--- config.mk ---
export PLATFORM = sky130hd
export DESIGN_NAME = dtd_keypad_dialer
export DESIGN_NICKNAME = d
export VERILOG_FILES = /design/src/hdl/dtd_pkg.sv /design/src/hdl/dtd_keypad_dialer.sv
export SDC_FILE = /design/constraint.sdc
export NUM_CORES = 1
export LEC_CHECK = 0
export CELL_PAD_IN_SITES_DETAIL_PLACEMENT = 0
export CELL_PAD_IN_SITES_GLOBAL_PLACEMENT = 2
export CORE_UTILIZATION = 45
export CTS_BUF_LIST = sky130_fd_sc_hd__clkbuf_2
export DETAILED_ROUTE_END_ITERATION = 10
export DONT_BUFFER_PORTS = 1
export GPL_ROUTABILITY_DRIVEN = 0
export PLACE_DENSITY_LB_ADDON = 0.1
export SLEW_MARGIN = 20
export SYNTH_ARGS = -nofsm -noshare
export SYNTH_HDL_FRONTEND = slang
export SYNTH_SLANG_ARGS = --single-unit
export TNS_END_PERCENT = 30
--- constraint.sdc ---
create_clock -name ref_clk_i -period 5.36 [get_ports ref_clk_i]
set_input_delay 0.268 -clock ref_clk_i [delete_from_list [all_inputs] [get_ports ref_clk_i]]
set_output_delay 0.268 -clock ref_clk_i [all_outputs]
set_load 0.005 [all_outputs]
--- src/hdl/dtd_pkg.sv ---
// dtd_pkg: constants, tables and types for the keypad tone dialer
package dtd_pkg;

   // clock rate
   localparam int unsigned CLK_MHZ = 250;
   localparam int unsigned CLK_HZ = 250_000_000;

   // key qualification window, least and most, in microseconds
   localparam int unsigned KEY_QUALIFY_TIME_US = 23000;
   localparam int unsigned KEY_QUALIFY_MAX_US = 25300;
   // least time rounds up; an integer product is already exact
   localparam int unsigned KEY_QUALIFY_CYC = KEY_QUALIFY_TIME_US * CLK_MHZ;
   localparam int unsigned KEY_QUALIFY_MAX_CYC = KEY_QUALIFY_MAX_US * CLK_MHZ;

   // scan timing: each half of a scan lets the pins settle this long
   localparam int SCAN_W = 6;
   localparam logic [SCAN_W-1:0] SCAN_LAST = 6'h3F;

   // nominal tones: rows 1..4 then columns 1..4
   localparam int unsigned TONE_HZ [8] = '{697, 770, 852, 941, 1209, 1336, 1477, 1633};

   localparam int DIV_W = 18;
   typedef logic [DIV_W-1:0] dtd_half_t [8];

   // half-period counts of each tone, built once from the table above
   function automatic dtd_half_t dtd_build_half();
      dtd_half_t t;
      for (int i = 0; i < 8; i++) begin
         t[i] = DIV_W'(CLK_HZ / (2 * TONE_HZ[i]));
      end
      return t;
   endfunction : dtd_build_half

   localparam dtd_half_t TONE_HALF = dtd_build_half();

   // key code is {row index, column index}; hash sits in row 4, column 3
   localparam logic [3:0] KEY_HASH = 4'hE;
   localparam logic [1:0] COL_FOURTH = 2'h3;

   // kind of entry seen by the last scan
   localparam logic [1:0] KIND_DUAL = 2'h0;
   localparam logic [1:0] KIND_COL = 2'h1;
   localparam logic [1:0] KIND_ROW = 2'h2;

   typedef enum logic [2:0] {
      ST_IDLE = 3'b001,
      ST_QUAL = 3'b010,
      ST_TONE = 3'b100
   } dtd_state_t;

   typedef enum logic [1:0] {
      REDIAL_NONE = 2'h0,
      REDIAL_COL4 = 2'h1,
      REDIAL_HASH = 2'h2
   } dtd_redial_t;

endpackage : dtd_pkg

--- src/hdl/dtd_keypad_dialer.sv ---
// dtd_keypad_dialer: keypad sensing, qualification, scan and tone division
//
// What this block does
// - tone-disable low stops oscillator, ignores keypad
// - static keypad until any column is sensed low, then scan
// - accept key only after qualification time
// - mute pulls low when disabled or key sensed
// - single tones only when single-tone enable high
// - rows and columns select standard tone divisors
// - achieved tones within 0.74 percent of nominal
// - redial options none, fourth column, hash
// - decode keys as four by four grid
`timescale 1ns/10ps
`default_nettype none

module dtd_keypad_dialer
   import dtd_pkg::*;
#(
   parameter dtd_redial_t REDIAL_MODE = REDIAL_NONE,
   parameter int unsigned KEY_QUALIFY_CYC_P = KEY_QUALIFY_CYC
) (
   input wire logic ref_clk_i,
   input wire logic reset_n_i,
   input wire logic tone_dis_n_i,
   input wire logic single_tone_en_i,
   input wire logic [3:0] row_n_i,
   input wire logic [3:0] col_n_i,
   output logic [3:0] row_o,
   output logic [3:0] row_oe_o,
   output logic [3:0] col_o,
   output logic [3:0] col_oe_o,
   output logic mute_out_n_o,
   output logic mute_out_n_oe_o,
   output logic osc_run_o,
   output logic row_tone_o,
   output logic col_tone_o,
   output logic row_tone_en_o,
   output logic col_tone_en_o,
   output logic key_valid_o,
   output logic [3:0] key_code_o,
   output logic redial_o
);

   dtd_state_t st_q, st_d;
   logic phase_q;
   logic [SCAN_W-1:0] scan_cnt_q;
   logic [3:0] cols_smp_q;
   logic [31:0] qual_cnt_q;
   logic [3:0] key_code_q;
   logic [1:0] kind_q;
   logic [3:0] row_oe_q, col_oe_q;
   logic mute_oe_q, osc_run_q, key_valid_q, redial_q;
   logic [1:0] tone_en_q;

   // priority encoder for one-hot pin groups
   function automatic logic [1:0] enc4(input logic [3:0] v);
      return v[0] ? 2'h0 : v[1] ? 2'h1 : v[2] ? 2'h2 : 2'h3;
   endfunction : enc4

   // decode of the current scan; rows are read while columns are driven
   wire [3:0] rows_act = ~row_n_i;
   wire [2:0] row_cnt = 3'($countones(rows_act));
   wire [2:0] col_cnt = 3'($countones(cols_smp_q));
   wire is_dual = (row_cnt == 3'h1) && (col_cnt == 3'h1);
   wire is_col = (row_cnt == 3'h0) && (col_cnt == 3'h1);
   wire is_row = (row_cnt == 3'h1) && (col_cnt >= 3'h2);
   wire entry_ok = is_dual || is_col || is_row;
   wire [1:0] samp_kind = is_dual ? KIND_DUAL : (is_col ? KIND_COL : KIND_ROW);
   // grid position: row index high, column index low, left to right
   wire [3:0] samp_code = {enc4(rows_act), enc4(cols_smp_q)};
   wire same_key = entry_ok && (samp_code == key_code_q) && (samp_kind == kind_q);
   wire scan_end = (st_q != ST_IDLE) && (scan_cnt_q == SCAN_LAST);
   wire eval = scan_end && phase_q;
   wire qual_done = qual_cnt_q >= (KEY_QUALIFY_CYC_P - 1);
   wire key_sensed = col_n_i != 4'hF;
   // only a real dual key can redial; a single tone entry may carry the code of a redial key
   wire is_redial = (kind_q == KIND_DUAL) &&
                    (((REDIAL_MODE == REDIAL_COL4) && (key_code_q[1:0] == COL_FOURTH)) ||
                    ((REDIAL_MODE == REDIAL_HASH) && (key_code_q == KEY_HASH)));

   // next state; a disabled dialer always falls back to idle
   always_comb begin
      st_d = st_q;
      case (st_q)
         ST_IDLE: begin
            if (key_sensed) begin
               st_d = ST_QUAL;
            end
         end
         ST_QUAL: begin
            if (eval && !entry_ok) begin
               st_d = ST_IDLE;
            end else if (eval && same_key && qual_done) begin
               st_d = ST_TONE;
            end
         end
         ST_TONE: begin
            if (eval && !same_key) begin
               st_d = ST_IDLE;
            end
         end
         default: st_d = ST_IDLE;
      endcase
      if (!tone_dis_n_i) begin
         st_d = ST_IDLE;
      end
   end

   // tone enables: single tones only with the test input high, none for redial keys
   wire single_ok = single_tone_en_i && (kind_q != KIND_DUAL);
   wire tone_on = (st_d == ST_TONE) && !is_redial;
   wire row_en_d = tone_on && ((kind_q == KIND_DUAL) || (single_ok && kind_q == KIND_ROW));
   wire col_en_d = tone_on && ((kind_q == KIND_DUAL) || (single_ok && kind_q == KIND_COL));

   // state, scan timing and samples
   always_ff @(posedge ref_clk_i or negedge reset_n_i) begin
      if (!reset_n_i) begin
         st_q <= ST_IDLE;
         phase_q <= 1'b0;
         scan_cnt_q <= '0;
         cols_smp_q <= 4'h0;
      end else begin
         st_q <= st_d;
         scan_cnt_q <= (st_d == ST_IDLE) ? '0 : scan_cnt_q + 1'b1;
         phase_q <= (st_d == ST_IDLE) ? 1'b0 : phase_q ^ scan_end;
         if (scan_end && !phase_q) begin
            cols_smp_q <= ~col_n_i;
         end
      end
   end

   // qualification timer restarts whenever the scanned key changes
   always_ff @(posedge ref_clk_i or negedge reset_n_i) begin
      if (!reset_n_i) begin
         qual_cnt_q <= 32'h0;
         key_code_q <= 4'h0;
         kind_q <= KIND_DUAL;
      end else if (st_q == ST_IDLE) begin
         qual_cnt_q <= 32'h0;
      end else begin
         if (eval && !same_key) begin
            qual_cnt_q <= 32'h0;
            key_code_q <= samp_code;
            kind_q <= samp_kind;
         end else if (!qual_done) begin
            qual_cnt_q <= qual_cnt_q + 32'h1;
         end
      end
   end

   // pin drive, only while tone-disable is high: rows low while idle and in the first scan half, columns low in the second
   always_ff @(posedge ref_clk_i or negedge reset_n_i) begin
      if (!reset_n_i) begin
         row_oe_q <= 4'h0;
         col_oe_q <= 4'h0;
      end else begin
         row_oe_q <= {4{tone_dis_n_i && (st_d == ST_IDLE || !(phase_q ^ scan_end))}};
         col_oe_q <= {4{tone_dis_n_i && st_d != ST_IDLE && (phase_q ^ scan_end)}};
      end
   end

   // status outputs; mute counts a key as sensed from first detection on
   always_ff @(posedge ref_clk_i or negedge reset_n_i) begin
      if (!reset_n_i) begin
         mute_oe_q <= 1'b0;
         osc_run_q <= 1'b0;
         key_valid_q <= 1'b0;
         redial_q <= 1'b0;
         tone_en_q <= 2'h0;
      end else begin
         mute_oe_q <= !tone_dis_n_i || (st_d != ST_IDLE);
         osc_run_q <= tone_dis_n_i && (st_d != ST_IDLE);
         key_valid_q <= st_d == ST_TONE;
         redial_q <= (st_q == ST_QUAL) && (st_d == ST_TONE) && is_redial;
         tone_en_q <= {col_en_d, row_en_d};
      end
   end

   // tone dividers; truncated counts from the fast clock keep error far below the limit
   genvar g;
   generate
      for (g = 0; g < 2; g++) begin : g_div
         logic [DIV_W-1:0] cnt_q;
         logic tone_q;
         wire [1:0] idx = (g == 0) ? key_code_q[3:2] : key_code_q[1:0];
         localparam logic [0:0] SIDE = 1'(g);
         wire [DIV_W-1:0] half = TONE_HALF[{SIDE, idx}];
         always_ff @(posedge ref_clk_i or negedge reset_n_i) begin
            if (!reset_n_i) begin
               cnt_q <= '0;
               tone_q <= 1'b0;
            end else if (!tone_en_q[g]) begin
               cnt_q <= '0;
               tone_q <= 1'b0;
            end else if (cnt_q >= half - 1'b1) begin
               cnt_q <= '0;
               tone_q <= ~tone_q;
            end else begin
               cnt_q <= cnt_q + 1'b1;
            end
         end

      end
   endgenerate

   // open-drain pins only ever pull low
   assign row_o = 4'h0;
   assign col_o = 4'h0;
   assign mute_out_n_o = 1'b0;
   assign row_oe_o = row_oe_q;
   assign col_oe_o = col_oe_q;
   assign mute_out_n_oe_o = mute_oe_q;
   assign osc_run_o = osc_run_q;
   assign row_tone_o = g_div[0].tone_q;
   assign col_tone_o = g_div[1].tone_q;
   assign row_tone_en_o = tone_en_q[0];
   assign col_tone_en_o = tone_en_q[1];
   assign key_valid_o = key_valid_q;
   assign key_code_o = key_code_q;
   assign redial_o = redial_q;
endmodule : dtd_keypad_dialer

`default_nettype wire

==> results summary, run 1 <==
The fmax is 273 MHz. After detailed routing, the total wire length is 11.4 mm. The post-layout minimum cycle time came out at 3.66 ns. The die boundary height is 116 um. The number of design-rule violations left by the first detailed-router iteration is 191. The portion of total power attributed to sequential cells came out at 58.3%. At the later pin of the worst-skew pair, clock insertion delay measures 0.61 ns. In the routed layout, each cell is associated on average with a via count of 5.15. The path class of the tightest hold or removal check is in -> reg. The share of the synthesized area in compound gates (AO/OA/AOI/OAI) is 8.50%. Counting the fill cells in the layout gives 1196. The wire length per cell after detailed routing came out at 14.5 um. Dividing the final minimum period by the clock period gives 68.4%. The first global-routing pass estimated 19.4 mm of wire. The final hold violation count came out at 0. Summed over all instances, the cell type with the most area after synthesis is dfrtp_1. The sequential element share of the synthesized area is 41.9%. The number of global-route vias before repair is 3985. The slowest stage of the critical path is the o41ai_4 cell.

The number of nets still failing antenna checks after routing is 0. The critical path goes through inv_1 -> fa_1 -> inv_1 -> ha_1 -> inv_1 -> ha_1 -> or3b_1 -> o41ai_2 -> o311ai_1 -> o41ai_4 -> nand2b_4 -> nor2_1. In this run the clock root is driven by a clkbuf_2. The detailed-routing iteration count for the pre-antenna-repair pass is 4.

Detailed placement ended at an HPWL of 8.06 mm. The switching portion of total power came out at 27.4%. The global routing usage summed across all routing layers came out at 18.8%.

The final clock skew is 0.0385 ns. Across the run, the number of max-cap violations was 0. The element type at the critical path end is a flip-flop. In the layout the commonest cells are nor2_1, dfrtp_1, ha_1.

The area of the placeable core came out at 0.0126 mm2. The final setup violation count is 0. Across the VDD grid, the largest voltage drop is 0.200 mV. The DRC violation count after routing is 0. Of the post-synthesis cell area, the part taken by muxes is 1.38%. The actual transition at the worst max-transition pin is 0.752 ns. The net switching power is 360 uW. The largest net degree at the start of global routing is 98.

The synthesis-to-finish area growth came out at 6.77%. The global-route congestion overflow total came out at 0. The number of synthesized flops with an enable pin is 0. The number of nets in the layout came out at 678. The area of placed instances came out at 0.00590 mm2.

The adder and majority cell fraction of the synthesized area came out at 13.2%. In this run the deepest clock path goes through 2 buffers. By area the synthesized netlist is led by dfrtp_1, ha_1, xor2_1. Post-CTS repair changed the size of 0 cells. The number of buffers inserted by port buffering is 0. Clock-pin slew was measured on the worst setup and hold paths at 0.30 ns. The post-route non-filler standard cell count is 783. In the synthesized netlist the dominant register cell turns out to be dfrtp_1.

The data required time at the worst endpoint came out at 5.89 ns. TritonCTS built the clock tree. The power density over cell area came out at 212 mW/mm2.

Adding up every negative setup slack in the final design gives 0 ns. The total via count in the routed design is 4029. After routing the design area is 0.00619 mm2. The floorplan step defined a die boundary enclosing 0.0133 mm2. The initial utilization of the core area, before any placement, comes to 46.1%. The number of sinks driven by the clock tree is 97. The maximum single-stage delay on the critical path is 0.61 ns. The worst-case hold slack is 0.132 ns. The standard-cell row count came out at 41. The max-slew violation count came out at 0. In this run, CTS created clock tree buffers numbering 9. The proportion of synthesized flip-flops having asynchronous set or reset is 100%. The internal power component is 953 uW. The number of levels in the clock H-tree is 3. The arrival time at the worst endpoint is 4.19 ns. Setup repair after global routing left no endpoint under its margin.

The proportion of power drawn by the clock network came out at 33.0%. The xor-xnor portion of the synthesized cell area came out at 8.91%. The post-route netlist has 5.40% of its cells at a drive strength greater than 1.

STA classifies the critical path startpoint as a flip-flop. After synthesis, the mean cell area works out to 9.73 um2. Synthesis instantiated 57 different standard cells from the library.

The total instance count after detailed placement came out at 756. The cell seen most often among critical-path stages is inv_1. During synthesis, Yosys emitted a total of 0 warnings. The relative slew slack came out at 49.8%.

The horizontal die dimension came out at 116 um. The netlist area before placement came out at 0.00580 mm2. The analysis attributes to cell leakage a power of 2.87 nW.

The number of primary I/O pins is 41. The synthesized netlist devotes 20.2% of its cell area to simple gates. In this run the worst path has a maximum fanout of 32. Per report_power, the combinational group accounts for 8.7% of the total. The share of the synthesized area in the top cell type came out at 41.4%. The post-route core utilization is 49.3%.

The run finished with clean final reports. The number of instances in the synthesized netlist is 596. After synthesis the netlist holds a flip-flop and latch count of 97.

Leaving out fill and tap cells, the most frequent cell in the layout is nor2_1. The number of antenna violations at the first check in global routing came out at 0. The largest family of logic cells by synthesized area is simple AND/OR/NAND/NOR gates. The type of the worst setup path is reg -> reg. The antenna diode instance count is 0.
[power groups by stage]
stage | Combinational [mW] | Sequential (mW) | Clock (mW)
3_5_place_dp | 0.0909 | 0.778 | 0
4_1_cts | 0.117 | 0.766 | 0.459
6_report | 0.114 | 0.766 | 0.433
2_1_floorplan | 0.0907 | 0.774 | 0
5_1_grt | 0.130 | 0.769 | 0.483
3_3_place_gp | 0.0895 | 0.777 | 0
[what timing repair did]
action                                 4_1_cts  5_1_grt
endpoints found under the hold margin      120        0
buffers inserted                             0        0
hold buffers                                11        0
[metal layers]
metal / up-vias / share of wire, % / routed length [um] / GRT usage (%)
li1: 2028 / - / - / -
met1: 1957 / 46 / 5250 / 23.4
met2: 37 / 50 / 5650 / 32.3
met3: 7 / 3.3 / 373 / 5.28
met4: 0 / 0.87 / 99 / 4.42
met5: - / 0 / 0 / 0
[path summary, 6_finish.rpt]
kind | to | cells past startpoint | slack [ns] | start
worst max-delay path | qual_cnt_q[25] | 12 | 1.70 | cols_smp_q[0]
worst min-delay path | kind_q[0] | 3 | 0.13 | row_n_i[2]
worst max register to register | qual_cnt_q[25] | 12 | 1.70 | cols_smp_q[0]
worst min register to register | scan_cnt_q[0] | 1 | 0.48 | scan_cnt_q[0]
max in group asynchronous | st_q[0] | 2 | 4.67 | reset_n_i
min in group asynchronous | g_div[0].cnt_q[17] | 2 | 0.21 | reset_n_i
[flip-flops by register name, indices dropped and copies added (netlist names)]
signal	flops
mute_out_n_oe_o	1
scan_cnt_q	6
phase_q	1
key_valid_o	1
row_oe_o	1
key_code_o	4
cols_smp_q	4
col_tone_o	1
g_div.cnt_q	36
osc_run_o	1
qual_cnt_q	32
row_tone_o	1
tone_en_q	2
kind_q	2
st_q	3
col_oe_o	1
[layout make-up]
| cell class | count | area, um2 | share of cell area [%] |
|---|---|---|---|
| Timing Repair Buffer | 12 | 135 | 2.18 |
| Clock inverter | 6 | 98.8 | 1.60 |
| Inverter | 44 | 165 | 2.67 |
| Clock buffer | 10 | 50.0 | 0.808 |
| Tap cell | 172 | 215 | 3.48 |
| Sequential cell | 97 | 2430 | 39.2 |
| Multi-Input combinational cell | 442 | 3100 | 50.1 |
[cell usage after synthesis (3+ instances only)]
cell type   n
nor4_1      3
dfrtp_1    96
xnor2_1    16
nand2_1    32
nand2b_1    5
nor2b_1     8
buf_6       3
and3_1     11
nor2_1     98
mux2_4      4
nand3_1    35
and4_1      5
o21ai_0    10
a21oi_1    17
xor2_1     43
clkbuf_1    4
a211oi_1    6
nor3b_1     3
inv_1      44
nor3_1      8
a21o_1      9
ha_1       58
nand4_1    21
buf_4      16
[kinds of logic after synthesis]
logic type,after synthesis
compound gates,65
xor+xnor,59
fa+ha+maj,60
buf+inv,67
flops,97
mux,6
other cells,2
simple gates,240
[stage by stage]
step                power, mW  worst slack [ns]
floorplan               0.865              2.04
global placement        0.867              1.85
CTS                      1.34              1.66
global route             1.38              1.47
finish                   1.31              1.70
detailed placement      0.869              1.72
[critical path: cells and delay by family, from the launching register on]
kind / cells / cell delay, ns
buffers and inverters: 3 / 0.20
DFF: 1 / 0.43
and+or+nand+nor: 3 / 0.96
AOI/OAI and AO/OA: 3 / 0.99
adders and majority gates: 3 / 0.99
No activity file was read; power rests on OpenSTA's default activity.
==> inputs of run 2 (changes only) <==
--- a/config.mk
+++ b/config.mk
@@ -5,9 +5,10 @@
 export SDC_FILE = /design/constraint.sdc
 export NUM_CORES = 1
 export LEC_CHECK = 0
+export ABC_AREA = 1
 export CELL_PAD_IN_SITES_DETAIL_PLACEMENT = 0
 export CELL_PAD_IN_SITES_GLOBAL_PLACEMENT = 2
-export CORE_UTILIZATION = 45
+export CORE_UTILIZATION = 36
 export CTS_BUF_LIST = sky130_fd_sc_hd__clkbuf_2
 export DETAILED_ROUTE_END_ITERATION = 10
 export DONT_BUFFER_PORTS = 1
==> constraint.sdc (replaced) <==
create_clock -name ref_clk_i -period 3 [get_ports ref_clk_i]
set_input_delay 0.15 -clock ref_clk_i [delete_from_list [all_inputs] [get_ports ref_clk_i]]
set_output_delay 0.15 -clock ref_clk_i [all_outputs]
set_load 0.005 [all_outputs]
==> results summary, run 2 <==
The run finished with clean final reports. The number of primary I/O pins was 41 (unchanged). In this run the critical register-to-register path is captured at qual_cnt_q[20]. The standard-cell row count came to 48 (+17%). The global routing usage summed across all routing layers was 16.9% (-1.9 points). The most numerous cell in the Yosys netlist is nand2_1. The clock-pin slew reported for the worst setup and hold paths after clock tree synthesis is 0.29 ns (about the same). The critical path startpoint category is a flip-flop. In the synthesized netlist the dominant register cell turns out to be dfrtp_1.

The number of instances in the synthesized netlist came to 813 (+36%). The fmax came to 363 MHz (+33%). The most critical setup path has its startpoint at cols_smp_q[0].

The average size of a mapped cell is 7.79 um2 (-20%). The arrival time at the worst endpoint came out at 3.29 ns (-0.90 ns). The number of levels in the clock H-tree came out at 3 (unchanged). The post-route core utilization is 39.4% (-9.9 points). The detailed-route wire length came out at 14.1 mm (+24%). The number of buffers inserted by port buffering came out at 0 (unchanged).

The fraction of final layout cells sized beyond drive strength 1 came out at 8.10% (+2.7 points). For this design, the slowest cell found on the critical path is fa_1. The detailed-routing iteration count for the pre-antenna-repair pass is 4 (unchanged).

The largest registers in the layout are g_div.cnt_q: 36 flops, qual_cnt_q: 32 flops, scan_cnt_q: 6 flops. The max-slew violation count is 0 (unchanged). The total CTS buffers is 9 (unchanged). The actual transition at the worst max-transition pin is 0.739 ns (-0.0128 ns). The worst setup slack for register-to-register paths came out at 0.24 ns (-1.45 ns). The initial core utilization is 36.8% (-9.4 points). The DRC violation count after routing is 0 (unchanged). The critical path goes through inv_1 -> fa_1 -> inv_1 -> ha_1 -> ha_1 -> inv_2 -> nand2_2 -> nor2_4 -> nand2_1 -> nand2_1 -> nand2_1 -> nor2_2 -> nand3_2 -> nand2_2 -> nand2_4 -> nor2_4 -> buf_4 -> nand2_1 -> o21ai_1. The proportion of synthesized flip-flops having asynchronous set or reset was 100% (unchanged).

The number of nets still failing antenna checks after routing is 0 (unchanged). The number of antenna violations at the first check in global routing is 1 (+1). The final setup violation count is 0 (unchanged). The worst register-to-register path begins at cols_smp_q[0].

The power density over cell area is 324 mW/mm2 (+53%). The element type at the critical path end is a flip-flop. The minimum setup slack after placement came out at 0.105 ns (-1.62 ns). The top cell types in the final layout, fill and taps aside, are nand2_1, nor2_1, inv_1. After synthesis, the cell types taking the most area are dfrtp_1, ha_1, nand2_1. The largest net degree at the start of global routing was 98 (unchanged). The final critical-path setup slack came to 0.244 ns (-1.45 ns). The maximum single-stage delay on the critical path is 0.53 ns (-0.08 ns).

The worst ir drop on vdd was 0.207 mV (+3.8%). The netlist area before placement came out at 0.00633 mm2 (+9.2%). The area of the placeable core came out at 0.0172 mm2 (+37%).

The horizontal die dimension is 135 um (+17%). The die footprint came out at 0.0181 mm2 (+36%). The share of the clock period used by the worst path is 91.9% (+23 points). The wire length per cell after detailed routing came out at 13.2 um (-9.0%). The sum of negative setup slack is 0 ns (unchanged). The worst setup path is of the reg -> reg kind. The global-route congestion overflow total came out at 0 (unchanged).

The leakage power is 3.25 nW (+13%). The commonest cells after synthesis are nand2_1, nor2_1, inv_1. Setup repair after global routing left no endpoint under its margin. The number of unique standard cell types used by synthesis is 41 (-28%).

The total half-perimeter wirelength after legalization and detailed placement was 10.5 mm (+30%). In this run the worst hold path is classified as in -> async. The total via count in the routed design is 4968 (+23%).

The worst-case hold slack came out at 0.146 ns (+0.0132 ns). The cell depth of the worst flop-to-flop path came out at 19 (+7). TritonCTS built the clock tree.

The number of flip-flops in the largest register came out at 36 (unchanged). Clock tree synthesis selected as its root buffer the cell clkbuf_2. The number of synthesized flops with an enable pin is 0 (unchanged).

The number of global-route vias before repair came out at 4868 (+22%). Counting flops per register, the top entry is g_div.cnt_q. The synthesis-to-finish area growth is 7.15%. The max-capacitance violation count came out at 0 (unchanged). The peak fanout along the critical path came out at 10 (-69%).

The number of nets in the layout came out at 906 (+34%). The number of design-rule violations left by the first detailed-router iteration is 240 (+26%). Counting stages on the worst path, the most repeated cell is nand2_1.

The final hold violation count is 0 (unchanged). The data required time at the worst endpoint came out at 3.53 ns (-2.36 ns). The wire length of the first global-routing pass is 24.2 mm (+25%). The sequential element share of the synthesized area came to 38.3% (-3.5 points). Leaving out fill and tap cells, the most frequent cell in the layout is nand2_1. The deepest clock path buffer count is 2 (unchanged). The number of sinks driven by the clock tree came out at 97 (unchanged). The post-synthesis register bit count came out at 97 (unchanged).

The biggest area consumer among synthesized cells is dfrtp_1. The count of synthesis-stage warnings from yosys is 0 (unchanged). The clock network latency to the later pin of the worst-skew pair is 0.61 ns (about the same). The relative slew slack came out at 50.7% (+0.99 points). The share of the synthesized area in the top cell type is 37.9% (-3.5 points). The via-per-instance ratio is 4.66 (-9.3%). The post-layout minimum cycle time came out at 2.76 ns (-0.909 ns). The final clock skew is 0.0421 ns (+0.00357 ns). The die boundary height came to 135 um (+17%).
==> run 2: timing repair <==
action                     in CTS  in global routing
hold endpoints to repair      117                  0
hold buffers                   12                  0
buffers inserted                0                  2
setup endpoints to repair       0                 27
resized for setup               0                  3
==> run 2: how the worst max path moves through the flow <==
stage	end	slack (ns)	cells after the start
2_1_floorplan	qual_cnt_q[8]	0.47	17
3_3_place_gp	qual_cnt_q[16]	0.20	16
3_5_place_dp	qual_cnt_q[8]	0.11	16
4_1_cts	qual_cnt_q[10]	0.08	16
5_1_grt	qual_cnt_q[18]	0.0003	19
6_report	qual_cnt_q[20]	0.24	19
==> run 2: layout make-up <==
| cell class | count | area (um2) |
|---|---|---|
| Tap cell | 225 | 282 |
| Timing Repair Buffer | 25 | 235 |
| Clock inverter | 4 | 21.3 |
| Fill cell | 1806 | 10400 |
| Clock buffer | 12 | 60.1 |
| Multi-Input combinational cell | 576 | 3290 |
| Inverter | 125 | 469 |
| Sequential cell | 97 | 2430 |
| Antenna cell | 1 | 2.50 |
==> run 2: per-layer routing <==
| metal | global-route usage, % | vias up | share of wire, % |
|---|---|---|---|
| met5 | 0 | - | 0 |
| met4 | 6.99 | 0 | 2.2 |
| met3 | 2.63 | 19 | 2.4 |
| met2 | 27.3 | 47 | 46 |
| met1 | 22.6 | 2313 | 50 |
| li1 | - | 2589 | - |
==> run 2: report_power, final <==
group          internal, mW  switching [mW]  leakage (nW)  total [mW]
clock                 0.114           0.457        0.0594       0.571
combinational        0.0811           0.180          1.89       0.261
sequential             1.34          0.0254          1.31        1.37
total                  1.54           0.662          3.25        2.20
==> run 2: metrics by stage <==
step,power (mW),instance area (um2),std cells
global placement,1.60,6550,1034
floorplan,1.57,6370,823
global route,2.35,6790,1065
CTS,2.25,6770,1062
detailed placement,1.61,6550,1034
finish,2.20,6790,1065
==> run 2: logic make-up after synthesis <==
logic type	share of synthesized area, %
compound gates	6.12
flops	38.3
fa+ha+maj	12.1
other cells	0.119
xor+xnor	4.15
buf+inv	10.4
simple gates	28.8
==> run 2: worst max-delay path: cells and delay by family, from the launching register on <==
family                     cells  cell delay, ns
and+or+nand+nor               11            0.96
adders and majority gates      3            0.90
DFF                            1            0.41
buffers and inverters          4            0.34
AOI/OAI and AO/OA              1            0.07
